==> config.mk <==
export PLATFORM = sky130hd
export DESIGN_NAME = adcc_top
export DESIGN_NICKNAME = d
export VERILOG_FILES = /design/src/adcc_clkdiv.v /design/src/adcc_top.v
export VERILOG_INCLUDE_DIRS = /design/src
export SDC_FILE = /design/constraint.sdc
export NUM_CORES = 1
export LEC_CHECK = 0
export ABC_AREA = 1
export BUFFER_PORTS_ARGS = -buffer_cell sky130_fd_sc_hd__buf_4
export CAP_MARGIN = 40
export CORE_MARGIN = 5
export CORE_UTILIZATION = 55
export DETAILED_ROUTE_END_ITERATION = 12
export PLACE_DENSITY = 0.82
export SYNTH_ARGS = -nofsm -noshare
export SYNTH_HDL_FRONTEND = slang
export SYNTH_SLANG_ARGS = --single-unit
==> constraint.sdc <==
create_clock -name ref_clk -period 5 [get_ports ref_clk]
set_clock_uncertainty 0.2 [all_clocks]
set_input_delay 0.25 -clock ref_clk [delete_from_list [all_inputs] [get_ports ref_clk]]
set_output_delay 0.25 -clock ref_clk [all_outputs]
set_load 0.02 [all_outputs]
==> src/adcc_defs.vh <==
/*
 Constants for the converter control block: register address, bit
 positions, reset value, start modes, sequence lengths.
 Assumes inclusion by bare name from the design files of this folder.
*/
`ifndef ADCC_DEFS_VH
`define ADCC_DEFS_VH

`define ADCC_CTRL_ADDR      8'he8
`define ADCC_CTRL_RESET     8'h00
`define ADCC_BIT_BASE_HI    5'h1d
`define ADCC_RDATA_NONE     8'h00

`define ADCC_B_ENABLE       7
`define ADCC_B_TRACK_MODE   6
`define ADCC_B_DONE         5
`define ADCC_B_BUSY         4
`define ADCC_B_MODE_HI      3
`define ADCC_B_MODE_LO      2
`define ADCC_B_WINDOW       1
`define ADCC_B_LJUST        0

`define ADCC_MODE_SW        2'h0
`define ADCC_MODE_TMR3      2'h1
`define ADCC_MODE_EXT       2'h2
`define ADCC_MODE_TMR2      2'h3

`define ADCC_DIV_SEL_2      2'h0
`define ADCC_DIV_SEL_4      2'h1
`define ADCC_DIV_SEL_8      2'h2
`define ADCC_DIV_SEL_16     2'h3
`define ADCC_DIV_LAST_2     4'h1
`define ADCC_DIV_LAST_4     4'h3
`define ADCC_DIV_LAST_8     4'h7
`define ADCC_DIV_LAST_16    4'hf

`define ADCC_TRACK_CLKS     5'h03
`define ADCC_CONV_CLKS      5'h10
`define ADCC_RES_W          10
`define ADCC_PAD_ZERO       6'h00

`endif

==> src/adcc_clkdiv.v <==
/*
 Converter clock tick generator: one-cycle tick every 2, 4, 8 or 16
 system clocks. Assumes sel is stable or that a glitch in one period is
 harmless.
*/
`timescale 1ns/1ps
`default_nettype none
`include "adcc_defs.vh"

module adcc_clkdiv (
  input  wire       ref_clk,
  input  wire       rst_n,
  input  wire       clk_en,
  input  wire [1:0] div_sel,
  output reg        sar_tick_q
);

  reg [3:0] cnt_q;
  reg [3:0] last;

  always @* begin
    if (div_sel == `ADCC_DIV_SEL_2) begin
      last = `ADCC_DIV_LAST_2;
    end else if (div_sel == `ADCC_DIV_SEL_4) begin
      last = `ADCC_DIV_LAST_4;
    end else if (div_sel == `ADCC_DIV_SEL_8) begin
      last = `ADCC_DIV_LAST_8;
    end else begin
      last = `ADCC_DIV_LAST_16;
    end
  end

  always @(posedge ref_clk or negedge rst_n) begin
    if (!rst_n) begin
      cnt_q      <= 4'h0;
      sar_tick_q <= 1'b0;
    end else if (clk_en) begin
      if (cnt_q >= last) begin
        cnt_q      <= 4'h0;
        sar_tick_q <= 1'b1;
      end else begin
        cnt_q      <= cnt_q + 4'h1;
        sar_tick_q <= 1'b0;
      end
    end
  end

endmodule // adcc_clkdiv
`default_nettype wire

==> src/adcc_top.v <==
/*
 Converter control: control register on the special function register
 port (byte and bit access), start triggers, track and convert sequence,
 flags, interrupt request, result justification, window compare.
 Assumes timer overflows and sfr strobes are one-cycle pulses on ref_clk;
 ext_convert_start is an asynchronous pin.
*/
`timescale 1ns/1ps
`default_nettype none
`include "adcc_defs.vh"

module adcc_top (
  input  wire        ref_clk,
  input  wire        rst_n,
  input  wire        clk_en,
  input  wire [7:0]  sfr_addr,
  input  wire        sfr_wr,
  input  wire        sfr_rd,
  input  wire [7:0]  sfr_wdata,
  input  wire [7:0]  sfr_bit_addr,
  input  wire        sfr_bit_wr,
  input  wire        sfr_bit_wdata,
  output reg  [7:0]  sfr_rdata,
  input  wire        timer3_ovf,
  input  wire        timer2_ovf,
  input  wire        ext_convert_start,
  input  wire [1:0]  sar_div_sel,
  input  wire        conv_irq_enable,
  input  wire [9:0]  core_result,
  input  wire [9:0]  window_gt_limit,
  input  wire [9:0]  window_lt_limit,
  output reg         conv_power_on,
  output reg         track_on,
  output reg         conv_start,
  output reg         conv_irq,
  output reg  [7:0]  result_high_byte,
  output reg  [7:0]  result_low_byte
);

  localparam [1:0] ST_IDLE  = 2'h0;
  localparam [1:0] ST_TRACK = 2'h1;
  localparam [1:0] ST_CONV  = 2'h2;

  reg  [1:0]  state_q;
  reg  [1:0]  state_d;
  reg  [4:0]  cnt_q;
  reg  [4:0]  cnt_d;
  reg         enable_q;
  reg         track_mode_q;
  reg         done_q;
  reg  [1:0]  mode_q;
  reg         window_q;
  reg         ljust_q;
  reg  [9:0]  result_q;
  reg         ext_s1_q;
  reg         ext_s2_q;
  reg         ext_prev_q;
  wire        sar_tick;

  reg  [7:0]  wmask;
  reg  [7:0]  wval;
  reg         enable_n;
  reg         track_mode_n;
  reg  [1:0]  mode_n;
  reg         trigger;
  reg         finish;
  reg         win_match;
  wire [7:0]  ctrl_byte;
  wire [2:0]  bit_idx;

  assign bit_idx   = sfr_bit_addr[2:0];
  assign ctrl_byte = {enable_q, track_mode_q, done_q, (state_q != ST_IDLE),
                      mode_q, window_q, ljust_q};

  adcc_clkdiv u_clkdiv (
    .ref_clk    (ref_clk),
    .rst_n      (rst_n),
    .clk_en     (clk_en),
    .div_sel    (sar_div_sel),
    .sar_tick_q (sar_tick)
  );

  // byte write wins over a bit write in the same cycle
  always @* begin
    wmask = 8'h00;
    wval  = 8'h00;
    if (sfr_wr && (sfr_addr == `ADCC_CTRL_ADDR)) begin
      wmask = 8'hff;
      wval  = sfr_wdata;
    end else if (sfr_bit_wr && (sfr_bit_addr[7:3] == `ADCC_BIT_BASE_HI)) begin
      wmask = 8'h01 << bit_idx;
      wval  = {8{sfr_bit_wdata}} & wmask;
    end
  end

  always @* begin
    enable_n     = wmask[`ADCC_B_ENABLE] ? wval[`ADCC_B_ENABLE] : enable_q;
    track_mode_n = wmask[`ADCC_B_TRACK_MODE] ? wval[`ADCC_B_TRACK_MODE] : track_mode_q;
    mode_n[1]    = wmask[`ADCC_B_MODE_HI] ? wval[`ADCC_B_MODE_HI] : mode_q[1];
    mode_n[0]    = wmask[`ADCC_B_MODE_LO] ? wval[`ADCC_B_MODE_LO] : mode_q[0];
  end

  // start trigger selection
  always @* begin
    trigger = 1'b0;
    case (mode_q)
      `ADCC_MODE_SW:   trigger = 1'b0;
      `ADCC_MODE_TMR3: trigger = timer3_ovf;
      `ADCC_MODE_EXT:  trigger = ext_s2_q & ~ext_prev_q;
      default:         trigger = timer2_ovf;
    endcase
    if (wmask[`ADCC_B_BUSY] && wval[`ADCC_B_BUSY] && (mode_n == `ADCC_MODE_SW)) begin
      trigger = 1'b1;
    end
    if (!enable_q) begin
      trigger = 1'b0;
    end
  end

  // track and convert sequence
  always @* begin
    state_d = state_q;
    cnt_d   = cnt_q;
    finish  = 1'b0;
    case (state_q)
      ST_IDLE: begin
        cnt_d = 5'h00;
        if (trigger) begin
          if (track_mode_q && (mode_q != `ADCC_MODE_EXT)) begin
            state_d = ST_TRACK;
          end else begin
            state_d = ST_CONV;
          end
        end
      end
      ST_TRACK: begin
        if (sar_tick) begin
          if (cnt_q == `ADCC_TRACK_CLKS - 5'h01) begin
            cnt_d   = 5'h00;
            state_d = ST_CONV;
          end else begin
            cnt_d = cnt_q + 5'h01;
          end
        end
      end
      ST_CONV: begin
        if (sar_tick) begin
          if (cnt_q == `ADCC_CONV_CLKS - 5'h01) begin
            cnt_d   = 5'h00;
            state_d = ST_IDLE;
            finish  = 1'b1;
          end else begin
            cnt_d = cnt_q + 5'h01;
          end
        end
      end
      default: begin
        state_d = ST_IDLE;
        cnt_d   = 5'h00;
      end
    endcase
    if (!enable_q) begin
      state_d = ST_IDLE;
      cnt_d   = 5'h00;
      finish  = 1'b0;
    end
  end

  // in-band when limits are ordered, out-of-band otherwise
  always @* begin
    if (window_lt_limit > window_gt_limit) begin
      win_match = (core_result > window_gt_limit) && (core_result < window_lt_limit);
    end else begin
      win_match = (core_result > window_gt_limit) || (core_result < window_lt_limit);
    end
  end

  always @(posedge ref_clk or negedge rst_n) begin
    if (!rst_n) begin
      ext_s1_q   <= 1'b0;
      ext_s2_q   <= 1'b0;
      ext_prev_q <= 1'b0;
    end else if (clk_en) begin
      ext_s1_q   <= ext_convert_start;
      ext_s2_q   <= ext_s1_q;
      ext_prev_q <= ext_s2_q;
    end
  end

  always @(posedge ref_clk or negedge rst_n) begin
    if (!rst_n) begin
      state_q      <= ST_IDLE;
      cnt_q        <= 5'h00;
      enable_q     <= 1'b0;
      track_mode_q <= 1'b0;
      done_q       <= 1'b0;
      mode_q       <= `ADCC_MODE_SW;
      window_q     <= 1'b0;
      ljust_q      <= 1'b0;
      result_q     <= 10'h000;
    end else if (clk_en) begin
      state_q      <= state_d;
      cnt_q        <= cnt_d;
      enable_q     <= enable_n;
      track_mode_q <= track_mode_n;
      mode_q       <= mode_n;
      if (wmask[`ADCC_B_LJUST]) begin
        ljust_q <= wval[`ADCC_B_LJUST];
      end
      // hardware set wins over a software clear
      if (finish) begin
        done_q <= 1'b1;
      end else if (wmask[`ADCC_B_DONE] && !wval[`ADCC_B_DONE]) begin
        done_q <= 1'b0;
      end
      if (finish && win_match) begin
        window_q <= 1'b1;
      end else if (wmask[`ADCC_B_WINDOW] && !wval[`ADCC_B_WINDOW]) begin
        window_q <= 1'b0;
      end
      if (finish) begin
        result_q <= core_result;
      end
    end
  end

  // registered outputs
  always @(posedge ref_clk or negedge rst_n) begin
    if (!rst_n) begin
      sfr_rdata        <= `ADCC_RDATA_NONE;
      conv_power_on    <= 1'b0;
      track_on         <= 1'b0;
      conv_start       <= 1'b0;
      conv_irq         <= 1'b0;
      result_high_byte <= 8'h00;
      result_low_byte  <= 8'h00;
    end else if (clk_en) begin
      if (sfr_rd && (sfr_addr == `ADCC_CTRL_ADDR)) begin
        sfr_rdata <= ctrl_byte;
      end else begin
        sfr_rdata <= `ADCC_RDATA_NONE;
      end
      conv_power_on <= enable_q;
      if (!enable_q) begin
        track_on <= 1'b0;
      end else if (!track_mode_q) begin
        track_on <= (state_q == ST_IDLE);
      end else if (mode_q == `ADCC_MODE_EXT) begin
        track_on <= ~ext_s2_q && (state_q == ST_IDLE);
      end else begin
        track_on <= (state_q == ST_TRACK);
      end
      conv_start <= (state_q != ST_CONV) && (state_d == ST_CONV);
      conv_irq   <= finish && conv_irq_enable;
      if (ljust_q) begin
        {result_high_byte, result_low_byte} <= {result_q, `ADCC_PAD_ZERO};
      end else begin
        {result_high_byte, result_low_byte} <= {`ADCC_PAD_ZERO, result_q};
      end
    end
  end

endmodule // adcc_top
`default_nettype wire

; Word level (Yosys, flattened, before mapping)
; Index checks and enable logic that the tools add are counted.
[word_totals]
ff_bits = 60
in_bits = 67
out_inout_bits = 28
word_cells = 120
[op_classes]
add_sub_neg = 2
order_cmp = 4
eq_ne = 15
shift = 1
mux = 43
bitwise_logic = 4
reduce_logical = 30
[ops]
columns = cell, count
row1 = $mux 8, 7
row2 = $mux 5, 5
row3 = $gt 10x10->1, 2
row4 = $mux 1, 17
row5 = $mux 4, 4
row6 = $mux 2, 7
row7 = $logic_and 1x1->1, 13
row8 = $reduce_and 2->1, 6
row9 = $lt 10x10->1, 1
row10 = $pmux 5 s2, 1
row11 = $and 8x8->8, 1
row12 = $eq 2x2->1 const B, 4
row13 = $eq 8x8->1 const B, 1
row14 = $logic_not 2->1, 4
row15 = $shl 1x3->8 const A, 1
row16 = $eq 2x1->1 const B, 3
row17 = $ne 3x2->1 const B, 2
row18 = $pmux 2 s3, 1
row19 = $reduce_bool 2->1, 3
row20 = $add 5x1->5 const B, 1
row21 = $eq 5x2->1 const B, 1
row22 = $eq 5x4->1 const B, 1
row23 = $eq 5x5->1 const B, 1
row24 = $add 4x1->4 const B, 1
row25 = other kinds (8), 11

; Depth between registers and ports, before layout
[depth]
word_depth = 14
ltp_mapped = 18
depth_no_buf = 17

; Cells and area by module
; Synthesis repeated with hierarchy kept, for this count alone.
[unflattened]
hier_cells = 487
hier_area_um2 = 3758.6
[by_module_without_submodules]
columns = module, n_inst, cells_each, area_per_inst_um2, seq_area_each_um2
row1 = adcc_top, 1, 445, 3443.3, 1376.3
row2 = adcc_clkdiv, 1, 42, 315.3, 125.1

; Worst setup path before layout
; Ideal clock, no wire load.
[synth_timing]
path_type = reg-to-reg
startpoint = reg cnt_q[1]
endpoint = reg state_q[1]
setup_time_ns = 0.129
arrival_ns = 1.511
required_time_ns = 4.671
setup_slack_ns = 3.161
stages_incl_launch_ff = 12
synth_period_minus_slack_ns = 1.839
path_cell_list = dfrtp_1 > ha_1 > nand2_1 > nor2_1 > ha_1 > nand2_1 > nand2_1 > nand2_1 > a22o_1 > inv_1 > a21oi_2 > o21bai_1
[synth_via]
elab_chain_cells = 5
[synth_lines]
columns = element, line
row1 = start: declaration, adcc_top.v:46  ; reg [4:0] cnt_q;
row2 = start signal: assignment, adcc_top.v:203  ; cnt_q <= cnt_d;
row3 = $eq 5x4->1 / $eq 5x2->1 (equally long branches), "adcc_top.v:148, adcc_top.v:138"
row4 = "$mux 2, on equally long branches", "adcc_top.v:148, adcc_top.v:138"
row5 = "$mux 2, on equally long branches", "adcc_top.v:147, adcc_top.v:137"
row6 = $pmux 2 s3 *, adcc_top.v:125  ; case (state_q)
row7 = $mux 2 *, adcc_top.v:162  ; if (!enable_q) begin
row8 = end signal: assignment, adcc_top.v:202  ; state_q <= state_d;
row9 = end: declaration, adcc_top.v:44  ; reg [1:0] state_q;
; Mark *: on every way between the ends. The rest lies on a longest branch, timed or not.
; A chain may end at the register's enable or synchronous reset.

; Worst setup path in the final report
[layout_timing]
startpoint = reg cnt_q[1]
endpoint = reg result_q[4]
[layout_via]
elab_chain_cells = 6
[layout_lines]
columns = element, line
row1 = $eq 5x4->1, adcc_top.v:148  ; if (cnt_q == `ADCC_CONV_CLKS - 5'h01) begin
row2 = $mux 1, adcc_top.v:148
row3 = $mux 1, adcc_top.v:147  ; if (sar_tick) begin
row4 = $mux 1, adcc_top.v:125
row5 = $mux 1, adcc_top.v:162
row6 = $reduce_and 2->1 (no source line), n/a
row7 = end signal: assignment, adcc_top.v:222  ; result_q <= core_result;
row8 = end: declaration, adcc_top.v:54  ; reg [9:0] result_q;
; Every way passes these cells.

==> qor.yml <==
run_status:
  status: "finished, final reports clean"
layout:
  area_delta_synth_final_pct: 27.83
  drive_above_1_share_pct: 22.39
  n_antenna_cell: 0
  final_area_um2: 4840
  nets: 688
synth:
  synth.avg_cell_area_um2: 7.937
  synth-async-reset-ratio_pct: 100.0
  post-synth-top-count-cell: "nand2_1"
  syn_area_um2: 3786
  synth_edf_count: 0
  synth_top_cell_area_share_pct: 39.66
  ys.flop_type: "dfrtp_1"
  netlist_top_cells_count: "106 x nand2_1, 73 x inv_1, 60 x dfrtp_1"
  synth_warnings: 0
  syn_nets: 585
  yosysTopAreaCell: "dfrtp_1"
  synth_seq_cells: 60
  synth.area.top_cells: "dfrtp_1 40%, ha_1 14%, nand2_1 11%"
  netlist_instances: 477
  synth-seq-area-share_pct: 39.66
  synth_cell_types: 36
critical_path:
  worstPathCellList: "ha_1 -> nand2_1 -> nor2_1 -> ha_1 -> nand2_1 -> nor2_1 -> nand2_1 -> nor2_1 -> a21oi_1"
  path_buf_inv: 0
  end_kind: "flop"
  crit_fanout: 22
  path_class: "flop to flop"
  arrival_ps: 2350
  cpPeakStageDelay_ps: 440
  cp_top_family: "simple AND/OR/NAND/NOR gates"
  required_ps: 5000
  slowest_stage: "nand2_1"
  startpoint_type: "flop"
routing:
  dr.pass1.iters: 5
  routedWlPerCell_um: 13.69
  ant_nets: 0
  vias: 3532
  drt_iter0_drc: 144
  via_per_inst: 5.311
  drcViolationCount: 0
  routed_wl_um: 9107
global_routing:
  grt.total_usage_pct: 22.56
  grt_pass1_vias: 3618
  overflow: 0
  grt_max_degree: 61
  antenna_found_initial: 0
  grt_first_pass_wirelength_um: 15810
floorplanning:
  die_y_um: 92.97
  core_region_area_um2: 6756
  row_count: 30
  io-pin-count: 95
  die_area_um2: 8643
  die_w_um: 92.97
  initial_core_util_pct: 56.04
clocking:
  clockBufferDepth: 2
  cts-root-buf: "clkbuf_8"
  cts_made_buffers: 9
  cts_tree: "done"
  cts-resized-gates: 0
  cts.sinks: 60
  clk_pin_slew_ps: 70
  cts_max_level: 3
  clock_latency_ps: 340
pwr:
  powerDensity_nw_per_um2: 301.0
  p_leak_nw: 2.536
  peakVddDrop_uv: 134.2
sta:
  max_clock_freq_mhz: 425.4
  rsz0062_at_grt: "no"
  fin_crit_ps: 2351
  slew_violations: 0
  period_share_pct: 47.02
  final_hold_viol_count: 0
  worstMarginPinSlew_ps: 740.7
  setup_violations: 0
  layout_setup_ws_ps: 2649
  finalSetupTns_ps: 0
  relSlewSlack_pct: 50.62
placement:
  dp_hpwl_um: 6908
  gp_congestion: 0.8829
  post_dp_cell_area_um2: 4536
  io_buffers: 94
  place_ws_ps: 2709
flow_run:
  maxCapViolations: 0
min_path:
  worstHoldPathType: "input port to flop"
metal layers:
metal / up-vias / GRT usage (%) / share of wire (%)
met4: 0 / 8.791 / 2.0
met5: - / 0 / 0
met3: 17 / 3.701 / 5.3
met1: 1626 / 28.76 / 44
met2: 118 / 38.33 / 49
li1: 1771 / - / -
layout by cell type (no fill, tap or decap), types with 2 or more instances in the layout:
master         synthesis  routed
nand2_1              106     106
buf_4                  0      95
inv_1                 73      73
dfrtp_1               60      60
nor2_1                43      43
ha_1                  41      41
o21ai_0               39      39
a21oi_1               28      28
nand3_1               14      14
clkbuf_8               0       9
nand4_1                8       8
dlygate4sd3_1          0       8
a31oi_1                7       7
nand2_2                6       6
nor2_4                 4       4
o221ai_1               4       4
nor3_1                 4       4
o31ai_1                4       4
or2_2                  3       3
clkinvlp_4             0       3
o211ai_1               2       2
nor2_2                 2       2
o21bai_1               2       2
a32o_1                 2       2
bufinv_16              0       2
timing repair:
action	4_1_cts	5_1_grt
hold buffers	8	0
setup buffers	0	0
hold endpoints to repair	67	0
worst min-delay path: stages:
cell,delay [ps]
buf_4,110
nor2_1,50
a21oi_1,100
flip-flops by register name (all words and copies together), names as in the netlist:
name / cells
result_q: 10
track_mode_q: 1
ext_prev_q: 1
mode_q: 2
window_q: 1
u_clkdiv.sar_tick_q: 1
sfr_rdata: 8
state_q: 2
result_low_byte: 8
cnt_q: 5
conv_start: 1
result_high_byte: 8
u_clkdiv.cnt_q: 4
conv_irq: 1
ext_s2_q: 1
ljust_q: 1
enable_q: 1
track_on: 1
conv_power_on: 1
done_q: 1
ext_s1_q: 1
area by class of cell:
type / count / area, um^2
timing repair buffer: 103 / 793.3
fill: 556 / 1917
clock inverter: 7 / 100.1
multi-input combinational: 332 / 1943
clock buffer: 9 / 123.9
inverter: 74 / 277.8
sequential: 60 / 1501
tap: 80 / 100.1
cell families after synthesis:
family | synth area share, %
AND/OR/NAND/NOR | 22.70
multiplexers | 0.2974
AO/OA/AOI/OAI | 14.54
flip-flops | 39.66
XOR/XNOR | 0.2314
adder cells (fa/ha/maj) | 13.55
buffers and inverters | 9.022
worst paths after layout:
kind | to | from | cells after the start | slack [ps]
max | result_q[4] | cnt_q[1] | 9 | 2650
min | result_q[6] | core_result[6] | 3 | 8
max reg2reg | result_q[4] | cnt_q[1] | 9 | 2650
min reg2reg | conv_power_on | conv_power_on | 2 | 280
max in group asynchronous | result_low_byte[5] | rst_n | 2 | 3790
min in group asynchronous | sfr_rdata[6] | rst_n | 2 | 330
report_power, final:
group	total [W]	internal [W]	switching, W
Clock	0.000481	0.000283	0.000199
Combinational	0.000393	0.000167	0.000226
Sequential	0.000582	0.000537	0.0000452
Total	0.00146	0.000987	0.000470
through the flow:
step	instances	total power, W	util (%)	hold WS (ps)
floorplan	477	0.0008292	-	-245.6
global placement	641	0.0009600	67.13	155.8
detailed placement	641	0.0009760	67.13	162.3
CTS	665	0.001464	71.63	1.109
global route	665	0.001551	71.63	17.86
finish	665	0.001457	71.63	8.009
Power figures use the tool's default switching activity.
